## src/rtl/lssbs_defines.svh

```systemverilog
// Constants for the LED source select and boot strap pin logic.
// Assumes the includer uses these macros with the lssbs_pkg types.
//
// What this block does
// - First WAN LED source comes from WAN control bits 2 to 0.
// - Second WAN LED source comes from WAN control bits 6 to 4.
// - Each LAN port first LED uses switch control 0 bits 27 to 25.
// - Each LAN port second LED uses switch control 0 bits 24 to 22.
// - Codes 0-6: speed, link, duplex, coll, activity, fd coll, link/act.
// - During reset the WAN LED pins are read as the boot width strap.
// - Width strap 01 byte, 10 half-word, 11 word; 00 reserved.
// - Captured width applies to boot bank 0.
// - During reset the RTS pin is read as CPU clock select; 0 is PLL.
// - Outside reset the RTS pin is driven as the active-low UART output.
// - During reset every pin output is released to high impedance.
`ifndef LSSBS_DEFINES_SVH
`define LSSBS_DEFINES_SVH

// ----------------------------------------------------------------------
// Field positions
// ----------------------------------------------------------------------
`define LSSBS_WAN_A_HI 2
`define LSSBS_WAN_A_LO 0
`define LSSBS_WAN_B_HI 6
`define LSSBS_WAN_B_LO 4
`define LSSBS_LAN_A_HI 27
`define LSSBS_LAN_A_LO 25
`define LSSBS_LAN_B_HI 24
`define LSSBS_LAN_B_LO 22

// ----------------------------------------------------------------------
// Reset values and timing
// ----------------------------------------------------------------------
`define LSSBS_WIDTH_RST 2'h3
`define LSSBS_CLKSEL_RST 1'h0
`define LSSBS_RESET_MIN_CYCLES 256

`endif

```

## src/rtl/lssbs_pkg.sv

```systemverilog
// Types for the LED source select and boot strap pin logic.
// Assumes nothing beyond a SystemVerilog compiler.
`default_nettype none

package lssbs_pkg;

  // ----------------------------------------------------------------------
  // LED source select codes
  // ----------------------------------------------------------------------
  typedef enum logic [2:0] {
    LSSBS_SEL_SPEED = 3'h0,
    LSSBS_SEL_LINK = 3'h1,
    LSSBS_SEL_DUPLEX = 3'h2,
    LSSBS_SEL_COLL = 3'h3,
    LSSBS_SEL_ACT = 3'h4,
    LSSBS_SEL_FDCOLL = 3'h5,
    LSSBS_SEL_LINKACT = 3'h6,
    LSSBS_SEL_NONE = 3'h7
  } lssbs_sel_t;

  // Boot bank width strap codes.
  typedef enum logic [1:0] {
    LSSBS_W_RSVD = 2'h0,
    LSSBS_W_BYTE = 2'h1,
    LSSBS_W_HALF = 2'h2,
    LSSBS_W_WORD = 2'h3
  } lssbs_width_t;

  // Pin mode state, one-hot.
  typedef enum logic [1:0] {
    LSSBS_ST_RESET = 2'b01,
    LSSBS_ST_RUN = 2'b10
  } lssbs_state_t;

endpackage : lssbs_pkg

`default_nettype wire

```

## src/rtl/lssbs_top.sv

```systemverilog
// LED source select multiplexer and reset-time strap capture.
// Assumes all inputs synchronous to clock; pins resolved by the bench.
`include "lssbs_defines.svh"
`default_nettype none

module lssbs_top #(
  parameter int LAN_PORTS = 4
) (
  input wire logic clock,
  input wire logic chip_reset_n,
  input wire logic [31:0] wan_misc_ctrl,
  input wire logic [31:0] switch_ctrl0,
  // Per-port status inputs, one vector each: speed, link, full duplex,
  // collision, activity. Index 0 is WAN, 1..LAN_PORTS are LAN.
  input wire logic [LAN_PORTS:0] st_speed,
  input wire logic [LAN_PORTS:0] st_link,
  input wire logic [LAN_PORTS:0] st_duplex,
  input wire logic [LAN_PORTS:0] st_coll,
  input wire logic [LAN_PORTS:0] st_act,
  input wire logic uart_rts_n,
  input wire logic wan_indicator_a_in,
  input wire logic wan_indicator_b_in,
  output logic wan_indicator_a_out,
  output logic wan_indicator_a_oe_n,
  output logic wan_indicator_b_out,
  output logic wan_indicator_b_oe_n,
  output logic [LAN_PORTS-1:0] lan_indicator_a,
  output logic [LAN_PORTS-1:0] lan_indicator_b,
  output logic lan_indicator_oe_n,
  input wire logic uart_request_to_send_n_in,
  output logic uart_request_to_send_n_out,
  output logic uart_request_to_send_n_oe_n,
  output logic [1:0] boot_bank_width_strap,
  output logic [1:0] bank0_width,
  output logic bank0_width_valid,
  output logic core_clock_source_strap,
  output logic core_clock_from_pll
);

  // ----------------------------------------------------------------------
  // LED source decode
  // ----------------------------------------------------------------------
  // LEDs are active high here; the inactive level is 0.
  function automatic logic led_pick(input logic [2:0] sel, input logic sp,
      input logic lk, input logic dx, input logic co, input logic ac);
    logic r;
    r = 1'b0;
    case (lssbs_pkg::lssbs_sel_t'(sel))
      lssbs_pkg::LSSBS_SEL_SPEED: r = sp;
      lssbs_pkg::LSSBS_SEL_LINK: r = lk;
      lssbs_pkg::LSSBS_SEL_DUPLEX: r = dx;
      lssbs_pkg::LSSBS_SEL_COLL: r = co;
      lssbs_pkg::LSSBS_SEL_ACT: r = ac;
      lssbs_pkg::LSSBS_SEL_FDCOLL: r = co & dx;
      lssbs_pkg::LSSBS_SEL_LINKACT: r = lk & ~ac;
      default: r = 1'b0;
    endcase
    return r;
  endfunction : led_pick

  logic [2:0] wan_sel_a;
  logic [2:0] wan_sel_b;
  logic [2:0] lan_sel_a;
  logic [2:0] lan_sel_b;
  assign wan_sel_a = wan_misc_ctrl[`LSSBS_WAN_A_HI:`LSSBS_WAN_A_LO];
  assign wan_sel_b = wan_misc_ctrl[`LSSBS_WAN_B_HI:`LSSBS_WAN_B_LO];
  assign lan_sel_a = switch_ctrl0[`LSSBS_LAN_A_HI:`LSSBS_LAN_A_LO];
  assign lan_sel_b = switch_ctrl0[`LSSBS_LAN_B_HI:`LSSBS_LAN_B_LO];

  // ----------------------------------------------------------------------
  // Mode, straps and LED registers
  // ----------------------------------------------------------------------
  lssbs_pkg::lssbs_state_t state_reg;
  lssbs_pkg::lssbs_state_t state_next;
  logic [1:0] width_reg;
  logic [1:0] width_next;
  logic clksel_reg;
  logic clksel_next;
  logic wan_a_reg;
  logic wan_a_next;
  logic wan_b_reg;
  logic wan_b_next;
  logic [LAN_PORTS-1:0] lan_a_reg;
  logic [LAN_PORTS-1:0] lan_a_next;
  logic [LAN_PORTS-1:0] lan_b_reg;
  logic [LAN_PORTS-1:0] lan_b_next;
  logic rts_reg;
  logic rts_next;

  always_comb begin
    state_next = state_reg;
    width_next = width_reg;
    clksel_next = clksel_reg;
    case (state_reg)
      lssbs_pkg::LSSBS_ST_RESET: begin
        // First cycle with reset released: straps still hold pin levels.
        state_next = lssbs_pkg::LSSBS_ST_RUN;
        width_next = {wan_indicator_b_in, wan_indicator_a_in};
        clksel_next = uart_request_to_send_n_in;
      end
      lssbs_pkg::LSSBS_ST_RUN: state_next = lssbs_pkg::LSSBS_ST_RUN;
      default: state_next = lssbs_pkg::LSSBS_ST_RESET;
    endcase
    wan_a_next = led_pick(wan_sel_a, st_speed[0], st_link[0], st_duplex[0],
        st_coll[0], st_act[0]);
    wan_b_next = led_pick(wan_sel_b, st_speed[0], st_link[0], st_duplex[0],
        st_coll[0], st_act[0]);
    for (int i = 0; i < LAN_PORTS; i++) begin
      lan_a_next[i] = led_pick(lan_sel_a, st_speed[i+1], st_link[i+1],
          st_duplex[i+1], st_coll[i+1], st_act[i+1]);
      lan_b_next[i] = led_pick(lan_sel_b, st_speed[i+1], st_link[i+1],
          st_duplex[i+1], st_coll[i+1], st_act[i+1]);
    end
    rts_next = uart_rts_n;
  end

  always_ff @(posedge clock) begin
    if (!chip_reset_n) begin
      state_reg <= lssbs_pkg::LSSBS_ST_RESET;
      wan_a_reg <= 1'b0;
      wan_b_reg <= 1'b0;
      lan_a_reg <= '0;
      lan_b_reg <= '0;
      rts_reg <= 1'b1;
    end else begin
      state_reg <= state_next;
      wan_a_reg <= wan_a_next;
      wan_b_reg <= wan_b_next;
      lan_a_reg <= lan_a_next;
      lan_b_reg <= lan_b_next;
      rts_reg <= rts_next;
    end
  end

  // Straps are not cleared by reset; they are only overwritten at release.
  always_ff @(posedge clock) begin
    if (!chip_reset_n) begin
      width_reg <= width_reg;
      clksel_reg <= clksel_reg;
    end else begin
      width_reg <= width_next;
      clksel_reg <= clksel_next;
    end
  end

  // ----------------------------------------------------------------------
  // Pin drive
  // ----------------------------------------------------------------------
  logic run;
  assign run = (state_reg == lssbs_pkg::LSSBS_ST_RUN);

  assign wan_indicator_a_out = wan_a_reg;
  assign wan_indicator_b_out = wan_b_reg;
  assign lan_indicator_a = lan_a_reg;
  assign lan_indicator_b = lan_b_reg;
  assign uart_request_to_send_n_out = rts_reg;
  // Pins float while reset is held and until straps are taken.
  assign wan_indicator_a_oe_n = ~run;
  assign wan_indicator_b_oe_n = ~run;
  assign lan_indicator_oe_n = ~run;
  assign uart_request_to_send_n_oe_n = ~run;

  assign boot_bank_width_strap = width_reg;
  assign bank0_width = width_reg;
  assign bank0_width_valid = run & (width_reg != 2'h0);
  assign core_clock_source_strap = clksel_reg;
  assign core_clock_from_pll = run & ~clksel_reg;

  // ----------------------------------------------------------------------
  // Checks
  // ----------------------------------------------------------------------
  strap_capture_a: assert property (@(posedge clock)
      disable iff (!chip_reset_n)
      $rose(run) |-> width_reg == {$past(wan_indicator_b_in),
      $past(wan_indicator_a_in)} && clksel_reg ==
      $past(uart_request_to_send_n_in))
    else $error("strap not captured at reset release");
  strap_hold_a: assert property (@(posedge clock)
      disable iff (!chip_reset_n)
      run && $past(run) |-> $stable(width_reg) && $stable(clksel_reg))
    else $error("strap changed outside reset");
  pins_float_a: assert property (@(posedge clock)
      !chip_reset_n |=> wan_indicator_a_oe_n && wan_indicator_b_oe_n &&
      lan_indicator_oe_n && uart_request_to_send_n_oe_n)
    else $error("pin driven during reset");
  leds_dark_a: assert property (@(posedge clock)
      !chip_reset_n |=> !wan_indicator_a_out && !wan_indicator_b_out &&
      lan_indicator_a == '0 && lan_indicator_b == '0)
    else $error("led lit during reset");
  width_valid_a: assert property (@(posedge clock)
      disable iff (!chip_reset_n)
      $rose(run) |-> bank0_width_valid == ({$past(wan_indicator_b_in),
      $past(wan_indicator_a_in)} != 2'h0))
    else $error("width valid flag wrong");
  sel_none_a: assert property (@(posedge clock)
      disable iff (!chip_reset_n)
      wan_sel_a == 3'h7 |=> !wan_indicator_a_out)
    else $error("code 111 lit wan led");
  lan_none_b_a: assert property (@(posedge clock)
      disable iff (!chip_reset_n)
      lan_sel_b == 3'h7 |=> lan_indicator_b == '0)
    else $error("code 111 lit lan led");
  wan_link_a: assert property (@(posedge clock)
      disable iff (!chip_reset_n)
      wan_sel_a == 3'h1 |=> wan_indicator_a_out == $past(st_link[0]))
    else $error("wan led a not link");
  wan_act_b_a: assert property (@(posedge clock)
      disable iff (!chip_reset_n)
      wan_sel_b == 3'h4 |=> wan_indicator_b_out == $past(st_act[0]))
    else $error("wan led b not activity");
  lan_speed_a: assert property (@(posedge clock)
      disable iff (!chip_reset_n)
      lan_sel_a == 3'h0 |=> lan_indicator_a[0] == $past(st_speed[1]))
    else $error("lan led a not speed");
  lan_fdcoll_a: assert property (@(posedge clock)
      disable iff (!chip_reset_n)
      lan_sel_a == 3'h5 |=> lan_indicator_a[0] ==
      ($past(st_coll[1]) && $past(st_duplex[1])))
    else $error("lan led a not fd collision");
  lan_dup_b_a: assert property (@(posedge clock)
      disable iff (!chip_reset_n)
      lan_sel_b == 3'h2 |=> lan_indicator_b[LAN_PORTS-1] ==
      $past(st_duplex[LAN_PORTS]))
    else $error("lan led b not duplex");
  rts_drive_a: assert property (@(posedge clock)
      disable iff (!chip_reset_n)
      run |-> !uart_request_to_send_n_oe_n ##1
      uart_request_to_send_n_out == $past(uart_rts_n))
    else $error("rts not driven in run");
  pll_sel_a: assert property (@(posedge clock)
      disable iff (!chip_reset_n)
      $rose(run) |-> core_clock_from_pll == !$past(uart_request_to_send_n_in))
    else $error("pll select not taken from strap");

endmodule : lssbs_top

`default_nettype wire

```

## config.mk

```make
export PLATFORM = sky130hd
export DESIGN_NAME = lssbs_top
export DESIGN_NICKNAME = d
export VERILOG_FILES = /design/src/rtl/lssbs_pkg.sv /design/src/rtl/lssbs_top.sv
export VERILOG_INCLUDE_DIRS = /design/src /design/src/rtl
export SDC_FILE = /design/constraint.sdc
export NUM_CORES = 1
export LEC_CHECK = 0
export BUFFER_PORTS_ARGS = -buffer_cell sky130_fd_sc_hd__buf_2
export CAP_MARGIN = 40
export CELL_PAD_IN_SITES_DETAIL_PLACEMENT = 0
export CELL_PAD_IN_SITES_GLOBAL_PLACEMENT = 2
export CORE_AREA = 2 2 96 89
export DETAILED_ROUTE_END_ITERATION = 10
export DIE_AREA = 0 0 98 91
export HOLD_SLACK_MARGIN = 0.05
export PLACE_DENSITY = 0.76
export SETUP_SLACK_MARGIN = 0.3
export SLEW_MARGIN = 10
export SYNTH_ARGS = -nofsm -noshare
export SYNTH_HDL_FRONTEND = slang
export SYNTH_SLANG_ARGS = --single-unit
```

## constraint.sdc

```tcl
create_clock -name clock -period 1.2 [get_ports clock]
set_clock_uncertainty 0.2 [all_clocks]
set_input_delay 0 -clock clock [delete_from_list [all_inputs] [get_ports clock]]
set_output_delay 0 -clock clock [all_outputs]
set_load 0.02 [all_outputs]
```

==> flow_metrics.py <==
metrics = {
    "pwr": {
        "powerDensity_mw_per_mm2": 1010,
        "switchingPower_uw": 737,
        "ir_drop_mv": 0.341,
        "intPower_uw": 1360,
        "leakage_uw": 0.000901,
        "power_frac_clock_pct": 20.2,
        "pwr-share-comb_pct": 46.4,
        "seqPwrFrac_pct": 33.4,
        "p_sw_share_pct": 35.1,
    },
    "worst_setup_path": {
        "required_ns": 1.00,
        "crit_arrival_ns": 1.02,
        "critPathSlowestCell": "dfxtp_2",
        "reg2reg_depth": 3,
        "critPathMaxStageDelay_ns": 0.33,
        "startpoint_type": "register",
        "reg2reg_slack_ns": 0.03,
        "critical_path_class": "reg2out",
        "cp_max_fo": 6,
        "path_cells": "inv_2, ha_4, inv_6, nor2_4, buf_6",
        "endpoint_kind": "primary output",
    },
    "timing": {
        "slew_headroom_pct": 74.8,
        "worst_slew_pin_slew_ns": 0.376,
        "grt_setup_unrepaired": "true",
        "fin_crit_ns": 1.22,
        "holdWs_ns": -0.229,
        "maxSlewViolCount": 0,
        "setup_viol": 2,
        "hold_viol": 11,
        "setup_ws_ns": -0.0175,
        "final.period_utilization_pct": 101,
        "max_freq_mhz": 821,
    },
    "final_layout": {
        "fin_area_mm2": 0.00207,
        "area_growth_pct": 68.6,
        "fillers": 877,
        "layout-drive-gt1-share_pct": 54.3,
        "nNetsFinal": 319,
        "diodes": 0,
    },
    "run_status": {
        "violations": "hold timing, setup timing",
        "outcome": "finished with violations",
    },
    "synthesis": {
        "synthCells": 146,
        "yosys-top-cells-area": "dfxtp_1 (21%), mux2i_1 (9.8%), edfxtp_1 (7.3%)",
        "yosysUniqueCellTypes": 42,
        "synth_area_leader_cell": "dfxtp_1",
        "syn_area_mm2": 0.00123,
        "synth-seq-cells": 16,
        "syn_nets": 243,
        "ys_seq_area_share_pct": 28.5,
        "postSynthAreaPerCell_um2": 8.42,
        "yosysMostFrequentCell": "nand2_1",
        "ys_warn_count": 0,
        "async_reset_ff_share_pct": 0,
        "synth_top_cell_area_share_pct": 21.2,
        "synth_top_flop_cell": "dfxtp_1",
        "synth_edf_count": 3,
        "ys_top_cells_by_count": "nand2_1 (17), dfxtp_1 (13), mux2i_1 (12), nor2_1 (11), inv_1 (8)",
    },
    "global_routing": {
        "grt_overflow": 0,
        "grt_pass1_wl_um": 6630,
        "grt_pass1_vias": 1323,
        "antenna_found_initial": 0,
        "grt_max_degree": 16,
        "global_route.usage.total_pct": 9.33,
    },
    "drt": {
        "drc": 0,
        "routed_via_density": 4.13,
        "drt_iter0_drc": 37,
        "firstDrtPassIters": 4,
        "avgRoutedWirePerCell_um": 12.9,
        "ant_nets": 0,
        "vias": 1320,
        "totalWireLength_um": 4140,
    },
    "die": {
        "rows": 31,
        "die_area_mm2": 0.00892,
        "dieHeight_um": 91,
        "die_w_um": 98,
        "coreArea_mm2": 0.00787,
        "start_util_pct": 15.6,
        "ios": 117,
    },
    "clock_network": {
        "cts_inserted_buffers": 3,
        "clockRootBuffer": "clkbuf_8",
        "clk_latency_ns": 0.25,
        "clock_path_buffers": 2,
        "htreeDepth": 1,
        "holdBufCountCts": 6,
        "cts_tree": "built",
        "cts.clk_slew.worst_paths_ns": 0.06,
        "cts.sinks": 16,
    },
    "placement": {
        "dp_hpwl_um": 3360,
        "placed_cell_area_mm2": 0.00170,
        "portBuffers": 64,
        "gp_congestion": 0.825,
    },
    "worst_hold_path": {
        "hold_path_class": "in2reg",
        "whs_path_depth": 2,
    },
    "flow_run": {
        "drv_cap": 0,
    },
}
## stage by stage
step | TNS, ns | setup WS [ns] | utilization [%] | total power (µW) | std cells
6_report | -0.0329 | -0.0175 | 26.3 | 2100 | 320
5_1_grt | -0.329 | -0.0725 | 26.3 | 2240 | 320
4_1_cts | -0.162 | -0.0390 | 25.3 | 2090 | 318
3_5_place_dp | -0.122 | -0.0352 | 21.6 | 1470 | 305
3_3_place_gp | -0.0661 | -0.0240 | 21.6 | 1470 | 305
2_1_floorplan | 0 | 0.0836 | - | 1290 | 146
## cells by family (layout without fill, tap and decap cells)
family,count (synthesis),after routing,synth area share (%)
AOI/OAI and AO/OA,36,36,20.7
and+or+nand+nor,58,58,24.4
buffers and inverters,20,95,10.9
DFF,16,16,28.5
muxes,14,14,13.4
adders and majority gates,2,2,2.04
## power groups by stage
stage,Combinational [µW],Sequential (µW),Clock [µW]
global route,1050,713,471
detailed placement,767,708,0
global placement,763,705,0
finish,975,702,424
CTS,936,699,457
floorplan,518,767,0
## placed cells by master, fill, tap and decap left out, drive strengths merged, types with 6 or more instances in the layout
cell,n
nand2b,6
nor2,11
inv,8
mux2i,12
dfxtp,13
buf,76
nand2,17
o31a,6
a21oi,7
## final timing paths
check                          start                             end
max reg2reg  state_reg[0]$_SDFF_PN1_        bank0_width[1]$_DFFE_PP_
max          state_reg[0]$_SDFF_PN1_               bank0_width_valid
min reg2reg  state_reg[0]$_SDFF_PN1_         state_reg[1]$_SDFF_PN0_
min                 wan_misc_ctrl[4]  wan_indicator_b_out$_SDFF_PN0_
## what timing repair did
action                                  in CTS  in global routing
resized for setup                           52                 21
hold endpoints to repair                    19                 14
pin swaps                                    6                 14
endpoints found under the setup margin      36                 37
setup buffers                                3                  3
## critical path: cells and delay by family (launching register included)
family / cells / cell delay (ns)
adders and majority gates: 1 / 0.16
buffers and inverters: 3 / 0.24
DFF: 1 / 0.33
and+or+nand+nor: 1 / 0.03
## per-layer routing
layer,wire [µm],vias to the layer above,global-route usage (%)
li1,-,669,-
met1,1860,595,12.6
met2,1930,54,15.0
met3,339,2,2.85
met4,11,0,1.39
met5,0,-,0
## area by class of cell
class | instances | area (µm²) | area share, %
multi-input combinational | 110 | 843 | 40.7
timing repair buffer | 83 | 658 | 31.8
sequential | 16 | 367 | 17.7
tap | 99 | 124 | 5.98
clock buffer | 3 | 41.3 | 1.99
inverter | 8 | 35.0 | 1.69
clock inverter | 1 | 3.75 | 0.181
No activity file was read; power rests on OpenSTA's default activity.
